`src/verilog/csg_pkg.sv`:
```
// Operation
// - SCL-low supervision runs only while limit_enable is set.
// - Allowed SCL-low time is (scl_low_limit + 1) times about 200 us.
// - Timeout counter reloads from the register whenever SCL goes low.
// - SCL held low before START for full period: flag, interrupt, release.
// - SCL low for the timeout at any time is a bus error, same response.
// - Only the bidirectional channel 0 has timeout supervision.
// - Channel reset needs A5h then 5Ah as consecutive writes, else aborted.
// - Channel reset clears that channel's state and arrays only.
// - Bus stays usable; reset register reads all ones busy, zeros done.
// - Global status low bits show channel pending; each cleared by that channel's status read.
// - Global status bits 5:3 show live per-channel activity.
// - Global status zero means idle with no serial interrupt.
// - buffer_fault in bit 7 persists until software or hardware reset; here only rst clears it, channel resets do not.
// - Unconfigured access, beyond capacity or bad pointers raise buffer_fault.
// - Data written beyond capacity is discarded and raises buffer_fault.
// - Buffer-fault interrupt clears on global status read; others per channel.
// - A set channel block bit suppresses that channel's interrupts.
// - buffer_fault_block stops the buffer-fault interrupt.
// - Part code: family bit 7, two-digit BCD in bits 6:0.
package csg_pkg;
    // =========================================================
    // Register offsets
    localparam logic [7:0] SCL_LOW_LIMIT_OFS = 8'hCE;
    localparam logic [7:0] CHAN0_RESET_OFS = 8'hCF;
    localparam logic [7:0] CHAN1_RESET_OFS = 8'hDF;
    localparam logic [7:0] CHAN2_RESET_OFS = 8'hEF;
    localparam logic [7:0] GLOBAL_STATUS_OFS = 8'hF0;
    localparam logic [7:0] GLOBAL_BLOCK_OFS = 8'hF1;
    localparam logic [7:0] PART_CODE_OFS = 8'hF6;
    // =========================================================
    // Fields and values
    localparam int LIMIT_ENABLE_BIT = 7;
    localparam int BUFFER_FAULT_BIT = 7;
    localparam int BUFFER_FAULT_BLOCK_BIT = 7;
    localparam int BUSY_LSB = 3;
    localparam logic [7:0] RESET_KEY_FIRST = 8'hA5;
    localparam logic [7:0] RESET_KEY_SECOND = 8'h5A;
    localparam logic [7:0] SCL_LOW_LIMIT_RST = 8'h00;
    localparam logic [7:0] GLOBAL_BLOCK_RST = 8'h00;
    localparam logic [7:0] RESET_BUSY_VALUE = 8'hFF;
    // =========================================================
    // Timing
    localparam int CLOCK_MHZ = 125;
    localparam int LIMIT_STEP_US = 200;
    localparam int LIMIT_STEP_CYCLES = LIMIT_STEP_US * CLOCK_MHZ;
    localparam int CHAN_RESET_CYCLES = 16;
    // Family and part digits: arbitrary neutral values
    localparam logic PART_FAMILY_DEFAULT = 1'b0;
    localparam logic [6:0] PART_DIGITS_DEFAULT = 7'h12;
endpackage

```
`src/verilog/csg_reset_seq.sv`:
```
`timescale 1ns/1ps
// =========================================================
// Two-write channel reset detector and reset stretcher
module csg_reset_seq
    import csg_pkg::*;
#(
    parameter int HOLD_CYCLES = CHAN_RESET_CYCLES
)
(
    input wire logic clock,
    input wire logic rst,
    input wire logic any_write,
    input wire logic own_write,
    input wire logic [7:0] wdata,
    output logic busy,
    output logic chan_reset
);
    import csg_pkg::*;
    initial
    begin
        // Reset check below needs at least two busy cycles
        if (HOLD_CYCLES < 2 || HOLD_CYCLES > 255)
            $error("HOLD_CYCLES out of range");
    end

    logic armed_reg;
    logic [7:0] hold_reg;
    wire logic key_first = own_write && wdata == RESET_KEY_FIRST;
    wire logic key_done = armed_reg && own_write &&
        wdata == RESET_KEY_SECOND;

    // Any other write in between breaks adjacency and aborts
    always_ff @(posedge clock or posedge rst)
    begin
        if (rst)
            armed_reg <= 1'b0;
        else if (any_write)
            armed_reg <= key_first && !key_done;
    end

    always_ff @(posedge clock or posedge rst)
    begin
        if (rst)
            hold_reg <= 8'h00;
        else if (key_done)
            hold_reg <= 8'(HOLD_CYCLES);
        else if (hold_reg != 8'h00)
            hold_reg <= hold_reg - 8'h01;
    end

    assign busy = hold_reg != 8'h00;
    assign chan_reset = busy;

    reset_after_key_a: assert property (@(posedge clock) disable iff (rst)
        key_done |=> busy [*2])
        else $error("reset not started after key pair");
endmodule

```
`src/verilog/csg_scl_watch.sv`:
```
`timescale 1ns/1ps
// =========================================================
// SCL-low timeout supervisor for the open-drain channel
module csg_scl_watch
    import csg_pkg::*;
#(
    parameter int STEP_CYCLES = LIMIT_STEP_CYCLES
)
(
    input wire logic clock,
    input wire logic rst,
    input wire logic enable,
    input wire logic [6:0] limit,
    input wire logic scl_in,
    output logic timeout
);
    import csg_pkg::*;
    initial
    begin
        if (STEP_CYCLES < 1 || STEP_CYCLES >= 65536)
            $error("STEP_CYCLES out of range");
    end

    logic scl_prev_reg;
    logic [15:0] step_reg;
    logic [7:0] count_reg;
    logic fired_reg;
    wire logic scl_fall = scl_prev_reg && !scl_in;
    wire logic step_tick = step_reg == 16'(STEP_CYCLES - 1);

    always_ff @(posedge clock or posedge rst)
    begin
        if (rst)
            scl_prev_reg <= 1'b1;
        else
            scl_prev_reg <= scl_in;
    end

    // Prescaler: one tick per ~200 us step; approximate is acceptable
    always_ff @(posedge clock or posedge rst)
    begin
        if (rst)
            step_reg <= 16'h0000;
        else if (scl_fall || step_tick || scl_in)
            step_reg <= 16'h0000;
        else
            step_reg <= step_reg + 16'h0001;
    end

    // Reload on each low transition, count steps while low
    always_ff @(posedge clock or posedge rst)
    begin
        if (rst)
            count_reg <= 8'h00;
        else if (scl_fall || scl_in)
            count_reg <= {1'b0, limit} + 8'h01;
        else if (step_tick && count_reg != 8'h00)
            count_reg <= count_reg - 8'h01;
    end

    // One fault per low period, whether before START or mid-transfer
    always_ff @(posedge clock or posedge rst)
    begin
        if (rst)
            fired_reg <= 1'b0;
        else if (scl_in)
            fired_reg <= 1'b0;
        else if (timeout)
            fired_reg <= 1'b1;
    end

    assign timeout = enable && !scl_in && !fired_reg &&
        count_reg == 8'h00;

    no_fault_disabled_a: assert property (@(posedge clock) disable iff (rst)
        !enable |-> !timeout)
        else $error("timeout while supervision disabled");
    fault_needs_low_a: assert property (@(posedge clock) disable iff (rst)
        timeout |-> !scl_in && $past(!scl_in))
        else $error("timeout without SCL held low");
endmodule

```
`src/verilog/csg_supervisor.sv`:
```
`timescale 1ns/1ps
// =========================================================
// Channel supervision and global status register bank
module csg_supervisor
    import csg_pkg::*;
#(
    parameter int NUM_CHAN = 3,
    parameter int STEP_CYCLES = LIMIT_STEP_CYCLES,
    parameter int RESET_HOLD = CHAN_RESET_CYCLES,
    parameter logic PART_FAMILY = PART_FAMILY_DEFAULT,
    parameter logic [6:0] PART_DIGITS = PART_DIGITS_DEFAULT
)
(
    input wire logic clock,
    input wire logic rst,
    input wire logic [7:0] addr,
    input wire logic [7:0] wdata,
    input wire logic wr_en,
    input wire logic rd_en,
    output logic [7:0] rdata,
    input wire logic [2:0] chan_event,
    input wire logic [2:0] chan_status_read,
    input wire logic [2:0] chan_active,
    input wire logic buf_unconfigured,
    input wire logic buf_over_capacity,
    input wire logic buf_pointer_bad,
    output logic data_store_en,
    input wire logic scl_in,
    input wire logic start_wanted,
    output logic scl_oe,
    output logic sda_oe,
    output logic clock_low_fault,
    output logic [2:0] chan_reset,
    output logic int_n
);
    import csg_pkg::*;
    initial
    begin
        if (NUM_CHAN != 3)
            $error("NUM_CHAN must be 3");
    end

    // =========================================================
    // Address decode
    wire logic sel_limit = addr == SCL_LOW_LIMIT_OFS;
    wire logic sel_status = addr == GLOBAL_STATUS_OFS;
    wire logic sel_block = addr == GLOBAL_BLOCK_OFS;
    wire logic sel_part = addr == PART_CODE_OFS;
    wire logic [2:0] sel_reset = {addr == CHAN2_RESET_OFS,
        addr == CHAN1_RESET_OFS, addr == CHAN0_RESET_OFS};
    wire logic status_rd = rd_en && sel_status;

    logic [7:0] scl_low_limit_reg;
    logic [7:0] global_irq_block_reg;
    logic [2:0] pending_reg;
    logic buffer_fault_reg;
    logic buffer_irq_reg;
    logic clock_low_fault_reg;
    logic [7:0] rdata_reg;
    logic [2:0] reset_busy;
    logic timeout;

    // =========================================================
    // Per-channel reset sequencers
    genvar ch;
    generate
        for (ch = 0; ch < 3; ch++)
        begin : g_reset
            csg_reset_seq #(.HOLD_CYCLES(RESET_HOLD)) u_seq (
                .clock(clock),
                .rst(rst),
                .any_write(wr_en),
                .own_write(wr_en && sel_reset[ch]),
                .wdata(wdata),
                .busy(reset_busy[ch]),
                .chan_reset(chan_reset[ch])
            );
        end
    endgenerate

    // =========================================================
    // Writable registers
    always_ff @(posedge clock or posedge rst)
    begin
        if (rst)
            scl_low_limit_reg <= SCL_LOW_LIMIT_RST;
        else if (chan_reset[0])
            scl_low_limit_reg <= SCL_LOW_LIMIT_RST;
        else if (wr_en && sel_limit)
            scl_low_limit_reg <= wdata;
    end

    always_ff @(posedge clock or posedge rst)
    begin
        if (rst)
            global_irq_block_reg <= GLOBAL_BLOCK_RST;
        else if (wr_en && sel_block)
            global_irq_block_reg <= {wdata[7], 4'h0, wdata[2:0]};
    end

    // =========================================================
    // Timeout supervision on channel 0 only
    csg_scl_watch #(.STEP_CYCLES(STEP_CYCLES)) u_watch (
        .clock(clock),
        .rst(rst),
        .enable(scl_low_limit_reg[LIMIT_ENABLE_BIT] && !chan_reset[0]),
        .limit(scl_low_limit_reg[6:0]),
        .scl_in(scl_in),
        .timeout(timeout)
    );

    // Fault held until channel 0 status is read or channel 0 is reset; set beats clear
    always_ff @(posedge clock or posedge rst)
    begin
        if (rst)
            clock_low_fault_reg <= 1'b0;
        else if (timeout)
            clock_low_fault_reg <= 1'b1;
        else if (chan_status_read[0] || chan_reset[0])
            clock_low_fault_reg <= 1'b0;
    end

    // Lines released while fault stands; start_wanted kept for the core
    wire logic start_blocked = start_wanted && clock_low_fault_reg;
    assign clock_low_fault = clock_low_fault_reg;
    assign scl_oe = 1'b0;
    assign sda_oe = 1'b0;
    // Core drivers live elsewhere; here only the release is signalled
    wire logic unused_ok = start_blocked;

    // =========================================================
    // Pending bits: set wins over the status-read clear
    wire logic [2:0] chan_set = chan_event | {2'b00, timeout};
    always_ff @(posedge clock or posedge rst)
    begin
        if (rst)
            pending_reg <= 3'h0;
        else
            pending_reg <= chan_set |
                (pending_reg & ~chan_status_read & ~chan_reset);
    end

    // =========================================================
    // Buffer fault: sticky status, interrupt cleared by status read
    wire logic buf_err = buf_unconfigured || buf_over_capacity ||
        buf_pointer_bad;
    assign data_store_en = !buf_over_capacity;

    always_ff @(posedge clock or posedge rst)
    begin
        if (rst)
            buffer_fault_reg <= 1'b0;
        else if (buf_err)
            buffer_fault_reg <= 1'b1;
    end

    always_ff @(posedge clock or posedge rst)
    begin
        if (rst)
            buffer_irq_reg <= 1'b0;
        else if (buf_err)
            buffer_irq_reg <= 1'b1;
        else if (status_rd)
            buffer_irq_reg <= 1'b0;
    end

    // =========================================================
    // Status word, interrupt pin and read data
    wire logic [7:0] status_word = {buffer_fault_reg, 1'b0,
        chan_active, pending_reg};
    wire logic [2:0] chan_irq = pending_reg &
        ~global_irq_block_reg[2:0];
    wire logic buf_irq = buffer_irq_reg &&
        !global_irq_block_reg[BUFFER_FAULT_BLOCK_BIT];
    wire logic [7:0] part_code = {PART_FAMILY, PART_DIGITS};
    wire logic [7:0] reset_word =
        (|(sel_reset & reset_busy)) ? RESET_BUSY_VALUE : 8'h00;

    assign int_n = !(|chan_irq || buf_irq);

    wire logic [7:0] rd_mux =
        sel_limit ? scl_low_limit_reg :
        (|sel_reset) ? reset_word :
        sel_status ? status_word :
        sel_block ? global_irq_block_reg :
        sel_part ? part_code : 8'h00;

    always_ff @(posedge clock or posedge rst)
    begin
        if (rst)
            rdata_reg <= 8'h00;
        else if (rd_en)
            rdata_reg <= rd_mux;
    end
    assign rdata = rdata_reg;

    // =========================================================
    // Checks
    int_follows_src_a: assert property (@(posedge clock) disable iff (rst)
        (|(pending_reg & ~global_irq_block_reg[2:0])) |-> !int_n)
        else $error("interrupt pin not driven for pending source");
    block_silences_a: assert property (@(posedge clock) disable iff (rst)
        (global_irq_block_reg == 8'h87) |-> int_n)
        else $error("interrupt driven while all sources blocked");
    fault_sticky_a: assert property (@(posedge clock) disable iff (rst)
        buffer_fault_reg |=> buffer_fault_reg)
        else $error("buffer fault lost before reset");
    buf_err_sets_a: assert property (@(posedge clock) disable iff (rst)
        buf_err |=> buffer_fault_reg && buffer_irq_reg)
        else $error("buffer error not recorded");
    overflow_drop_a: assert property (@(posedge clock) disable iff (rst)
        buf_over_capacity |-> !data_store_en)
        else $error("overflow byte stored");
    status_clear_a: assert property (@(posedge clock) disable iff (rst)
        status_rd && !buf_err |=> !buffer_irq_reg)
        else $error("buffer interrupt kept after status read");
    pend_clear_a: assert property (@(posedge clock) disable iff (rst)
        chan_status_read[1] && !chan_event[1] |=> !pending_reg[1])
        else $error("pending bit kept after channel status read");
    ch0_fault_a: assert property (@(posedge clock) disable iff (rst)
        timeout |=> clock_low_fault && pending_reg[0])
        else $error("timeout not flagged");
    busy_read_a: assert property (@(posedge clock) disable iff (rst)
        rd_en && addr == CHAN1_RESET_OFS && reset_busy[1]
        |=> rdata == 8'hFF)
        else $error("reset register not all ones while busy");

    // =========================================================
    // Register, status and interrupt pin checks
    limit_write_a: assert property (@(posedge clock) disable iff (rst)
        wr_en && sel_limit && !chan_reset[0] |=> scl_low_limit_reg == $past(wdata))
        else $error("limit register write lost");
    limit_cleared_a: assert property (@(posedge clock) disable iff (rst)
        chan_reset[0] |=> scl_low_limit_reg == SCL_LOW_LIMIT_RST)
        else $error("limit register kept over channel reset");
    block_reserved_a: assert property (@(posedge clock) disable iff (rst)
        global_irq_block_reg[6:3] == 4'h0)
        else $error("reserved block bits not zero");
    chan_block_wr_a: assert property (@(posedge clock) disable iff (rst)
        wr_en && sel_block |=> global_irq_block_reg[2:0] == $past(wdata[2:0]))
        else $error("channel block bits write lost");
    buf_block_wr_a: assert property (@(posedge clock) disable iff (rst)
        wr_en && sel_block |=> global_irq_block_reg[7] == $past(wdata[7]))
        else $error("buffer fault block bit write lost");
    enable_gates_a: assert property (@(posedge clock) disable iff (rst)
        !scl_low_limit_reg[LIMIT_ENABLE_BIT] |-> !timeout)
        else $error("timeout with limit_enable clear");
    scl_high_ok_a: assert property (@(posedge clock) disable iff (rst)
        scl_in |-> !timeout)
        else $error("timeout while SCL high");
    no_fault_reset_a: assert property (@(posedge clock) disable iff (rst)
        timeout |-> !chan_reset[0])
        else $error("timeout during channel 0 reset");
    fault_held_a: assert property (@(posedge clock) disable iff (rst)
        clock_low_fault && !chan_status_read[0] && !chan_reset[0]
        |=> clock_low_fault)
        else $error("clock low fault lost before status read");
    fault_clear_a: assert property (@(posedge clock) disable iff (rst)
        chan_status_read[0] && !timeout |=> !clock_low_fault)
        else $error("clock low fault kept after status read");
    fault_release_a: assert property (@(posedge clock) disable iff (rst)
        clock_low_fault |-> !scl_oe && !sda_oe)
        else $error("lines driven while clock low fault stands");
    pend0_clear_a: assert property (@(posedge clock) disable iff (rst)
        chan_status_read[0] && !chan_event[0] && !timeout
        |=> !pending_reg[0])
        else $error("channel 0 pending kept after status read");
    pend2_clear_a: assert property (@(posedge clock) disable iff (rst)
        chan_status_read[2] && !chan_event[2] |=> !pending_reg[2])
        else $error("channel 2 pending kept after status read");
    pend_set_a: assert property (@(posedge clock) disable iff (rst)
        chan_event[2] |=> pending_reg[2])
        else $error("channel 2 event not pending");
    pend_hold_a: assert property (@(posedge clock) disable iff (rst)
        pending_reg[1] && !chan_status_read[1] && !chan_reset[1]
        |=> pending_reg[1])
        else $error("channel 1 pending lost without status read");
    reset_unpends_a: assert property (@(posedge clock) disable iff (rst)
        chan_reset[2] && !chan_event[2] |=> !pending_reg[2])
        else $error("channel 2 pending kept over channel reset");
    status_pend_a: assert property (@(posedge clock) disable iff (rst)
        rd_en && sel_status |=> rdata[2:0] == $past(pending_reg))
        else $error("status read shows wrong pending bits");
    status_active_a: assert property (@(posedge clock) disable iff (rst)
        rd_en && sel_status |=> rdata[5:3] == $past(chan_active))
        else $error("status read shows wrong activity bits");
    status_bit6_a: assert property (@(posedge clock) disable iff (rst)
        rd_en && sel_status |=> !rdata[6])
        else $error("status bit 6 not zero");
    status_fault_a: assert property (@(posedge clock) disable iff (rst)
        rd_en && sel_status |=> rdata[7] == $past(buffer_fault_reg))
        else $error("status read shows wrong buffer fault bit");
    part_read_a: assert property (@(posedge clock) disable iff (rst)
        rd_en && sel_part |=> rdata == {PART_FAMILY, PART_DIGITS})
        else $error("part code read wrong");
    done_read_a: assert property (@(posedge clock) disable iff (rst)
        rd_en && addr == CHAN0_RESET_OFS && !reset_busy[0]
        |=> rdata == 8'h00)
        else $error("reset register not zero when done");
    busy2_read_a: assert property (@(posedge clock) disable iff (rst)
        rd_en && addr == CHAN2_RESET_OFS && reset_busy[2]
        |=> rdata == RESET_BUSY_VALUE)
        else $error("channel 2 reset register not all ones while busy");
    buf_masked_a: assert property (@(posedge clock) disable iff (rst)
        global_irq_block_reg[7] && pending_reg == 3'h0 |-> int_n)
        else $error("buffer fault interrupt not blocked");
    pin_idle_a: assert property (@(posedge clock) disable iff (rst)
        !buffer_irq_reg && pending_reg == 3'h0 |-> int_n)
        else $error("interrupt pin low with no source");
    buf_pin_a: assert property (@(posedge clock) disable iff (rst)
        buffer_irq_reg && !global_irq_block_reg[7] |-> !int_n)
        else $error("interrupt pin not driven for buffer fault");
    chan_masked_a: assert property (@(posedge clock) disable iff (rst)
        (pending_reg & ~global_irq_block_reg[2:0]) == 3'h0 && !buf_irq
        |-> int_n)
        else $error("interrupt pin low for blocked channel");
    buf_irq_kept_a: assert property (@(posedge clock) disable iff (rst)
        buffer_irq_reg && !status_rd |=> buffer_irq_reg)
        else $error("buffer interrupt lost without status read");
    store_normal_a: assert property (@(posedge clock) disable iff (rst)
        !buf_over_capacity |-> data_store_en)
        else $error("byte dropped without overflow");
endmodule
```
`config.mk`:
```
export PLATFORM = sky130hd
export DESIGN_NAME = csg_supervisor
export DESIGN_NICKNAME = d
export VERILOG_FILES = /design/src/verilog/csg_pkg.sv /design/src/verilog/csg_reset_seq.sv /design/src/verilog/csg_scl_watch.sv /design/src/verilog/csg_supervisor.sv
export SDC_FILE = /design/constraint.sdc
export NUM_CORES = 1
export LEC_CHECK = 0
export ABC_AREA = 1
export ABC_CLOCK_PERIOD_IN_PS = 2150
export BUFFER_PORTS_ARGS = -buffer_cell sky130_fd_sc_hd__buf_4
export CAP_MARGIN = 20
export CORE_MARGIN = 2
export CORE_UTILIZATION = 49
export CTS_CLUSTER_SIZE = 8
export DETAILED_ROUTE_END_ITERATION = 6
export PLACE_DENSITY = 0.68
export SLEW_MARGIN = 20
export SYNTH_ARGS = -nofsm -noshare
export SYNTH_HDL_FRONTEND = slang
export SYNTH_SLANG_ARGS = --single-unit
```
`constraint.sdc`:
```
create_clock -name clock -period 2.15 [get_ports clock]
set_input_delay 0.3225 -clock clock [delete_from_list [all_inputs] [get_ports clock]]
set_output_delay 0.3225 -clock clock [all_outputs]
set_load 0.05 [all_outputs]
```
==> run_results.csv <==
group,metric,value,unit
route,first_pass_iters,4,
sta,finalSetupTns,0,ps
grt,antenna_found_initial,0,
setup_path,cp_num_buf_inv,3,
power,power.density,583,nW/um^2
yosys,syn_inst,629,
floorplan,rows,36,
clock_tree,cts_max_path_buffers,2,
sta,tightest_slew,514,ps
placed_design,portBuffers,46,
setup_path,cpMostUsedCell,"inv_1",
yosys,synth.avg_cell_area,7.59,um^2
route,viasPerCell,5.00,
route,ant_nets,0,
clock_tree,cts-htree-levels,3,
clock_tree,cts_tree,"yes",
cells_and_area,stdcell_area,5480,um^2
cells_and_area,num_antenna_cells,0,
yosys,synth_edf_count,0,
floorplan,die_area,10500,um^2
yosys,synth_compound_area_share,7.68,%
yosys,synthesis.area,4770,um^2
clock_tree,ctsResizeCount,0,
setup_path,worstPathCellList,"inv_1 -> ha_1 -> nand3_1 -> inv_1 -> nand2_2 -> buf_4",
yosys,ys_warn_count,0,
clock_tree,clk_latency,360,ps
grt,grt_max_degree,80,
setup_path,criticalPathCategory,"register to output port",
yosys,synth_xor_xnor_area_share,2.57,%
clock_tree,cts_inserted_buffers,9,
sta,layout_worst_path_cycle_share,92.2,%
power,irDropWorstVdd,0.000278,V
sta,rsz0062_at_grt,"no",
setup_path,crit_path_start,"g_reset[0].u_seq.hold_reg[0]",
run,maxCapViolations,0,
yosys,ys_async_sr_fraction,100,%
setup_path,max_stage_delay,380,ps
yosys,ys_seq_elements,79,
grt,grt_use_total,20.9,%
floorplan,core,9590,um^2
route,wl,10.2,mm
yosys,seq_area_frac_synth,41.4,%
yosys,yosysMostFrequentCell,"nand2_1",
yosys,synthSimpleGateAreaFrac,36.3,%
cells_and_area,nFillCells,885,
floorplan,start_util,49.8,%
power,p_leak,2.66,nW
clock_tree,clk_pin_slew,80,ps
setup_path,critPathSlowestCell,"dfrtp_1",
grt,grt.overflow.total,0,
route,route.detailed.drc,0,
outcome,outcome,"completed",
yosys,synth_cell_types,43,
placed_design,pre_cts_slack,492,ps
sta,relSlewSlack,65.6,%
setup_path,r2r-start,"u_watch.count_reg[0]",
placed_design,place.gp.congestion,0.886,
yosys,synth_fa_ha_area_share,2.62,%
placed_design,dp_hpwl,7.63,mm
route,dr_total_vias,4081,
setup_path,ff2ff_setup_slack,450,ps
cells_and_area,largest_reg_flops,24,
setup_path,critPathLaunchType,"register",
cells_and_area,area_growth_syn_to_layout,14.7,%
route,wl_per_cell,12.5,um
grt,grt_pass1_wl,17.3,mm
floorplan,dieWidth,103,um
clock_tree,root_buffer,"clkbuf_8",
yosys,yosys.area.top_type,"dfrtp_1",
clock_tree,cts_hold_buf,0,
setup_path,cp-end-kind,"output port",
setup_path,path_max_fanout,4,
clock_tree,cts_setup_buffers,0,
setup_path,crit_end,"chan_reset[0]",
setup_path,crit_cells,6,
cells_and_area,drive_gt1_share,19.6,%
sta,setup_violations,0,
sta,skew,11.6,ps
sta,finalCriticalPeriod,1980,ps
setup_path,r2r_cells,8,
sta,timing.final.ws_setup,168,ps
floorplan,ios,50,
route,initialDrtViolationCount,157,
yosys,ys_top_cells_by_area,"dfrtp_1, nand2_1, nor2_1",
hold_path,holdCritPathClass,"primary input to asynchronous set/reset pin",
sta,slew_viol_final,0,
placed_design,place_area,5250,um^2
cells_and_area,nets,722,
sta,hold_viol_final,0,
yosys,synthFlopType,"dfrtp_1",
grt,grt_pass1_vias,3783,
setup_path,cp.arrival,1660,ps
clock_tree,cts.sinks,79,
sta,max_freq,504,MHz
yosys,synth_top_area_share,40.9,%
yosys,synth.area.mux_share,0,%
setup_path,required,1830,ps
yosys,synthTopCellsByCount,"nand2_1, nor2_1, dfrtp_1, inv_1, nand3_1",
floorplan,die_y,103,um
setup_path,r2r-end,"u_watch.count_reg[2]",
yosys,synth_top_family_by_area,"simple AND/OR/NAND/NOR gates",
setup_path,crit_family,"buffers and inverters",
==> layout by cell type, fill, tap and decap left out, drive strengths merged, types with 10 or more instances in the layout <==
master,count
a21oi,14
buf,49
clkbuf,10
dfrtp,78
ha,10
inv,95
nand2,139
nand3,63
nand4,16
nor2,113
nor3,15
o21ai,35
xor2,12
==> worst min path at each step <==
stage,startpoint,to,slack [ps],cells after the start
3_5_place_dp,buffer_fault_reg,buffer_fault_reg,450,2
6_report,rst,u_watch.step_reg[1],70,3
2_1_floorplan,scl_in,u_watch.scl_prev_reg,330,0
3_3_place_gp,u_watch.step_reg[0],u_watch.step_reg[0],450,1
5_1_grt,scl_in,u_watch.scl_prev_reg,60,1
4_1_cts,scl_in,u_watch.scl_prev_reg,70,1
==> cell type report <==
class	instances	area (um^2)	share of cell area (%)
sequential	79	1980	36.1
inverter	96	367	6.70
tap	133	166	3.04
clock buffer	10	138	2.51
timing repair buffer	49	380	6.95
multi-input combinational	443	2350	43.0
clock inverter	6	92.6	1.69
==> through the flow <==
step | hold slack (ps) | util [%] | instances | total power [mW]
detailed placement | 452 | 54.7 | 800 | 1.96
global placement | 448 | 54.7 | 800 | 1.95
floorplan | 327 | - | 630 | 1.83
global route | 60.8 | 57.1 | 816 | 3.36
finish | 67.1 | 57.1 | 816 | 3.19
CTS | 71.5 | 57.1 | 816 | 3.24
==> metal layers <==
| metal | wire length [um] | global-route usage [%] | up-vias | part of all wire [%] |
|---|---|---|---|---|
| li1 | - | - | 2103 | - |
| met1 | 4890 | 28.5 | 1901 | 48 |
| met2 | 4770 | 33.2 | 68 | 47 |
| met3 | 415 | 4.81 | 9 | 4.1 |
| met4 | 128 | 6.26 | 0 | 1.3 |
| met5 | 0 | 0 | - | 0 |
==> tightest hold or removal path: stages <==
cell	delay (ps)
buf_4	120
clkinvlp_4	70
buf_12	340
==> power by group <==
| part | internal [mW] | switching [mW] |
|---|---|---|
| combinational | 0.131 | 0.243 |
| sequential | 1.52 | 0.0295 |
| clock | 0.691 | 0.577 |
| total | 2.34 | 0.850 |
==> cell families (layout without fill, tap and decap cells) <==
| kind of cell | Yosys count | in the layout |
|---|---|---|
| AND/OR/NAND/NOR | 357 | 357 |
| buffers and inverters | 108 | 161 |
| flip-flops | 79 | 79 |
| AO/OA/AOI/OAI | 60 | 60 |
| XOR/XNOR | 14 | 14 |
| adder cells (fa/ha/maj) | 10 | 10 |
| other | 1 | 2 |
No activity file was read; power rests on OpenSTA's default activity.
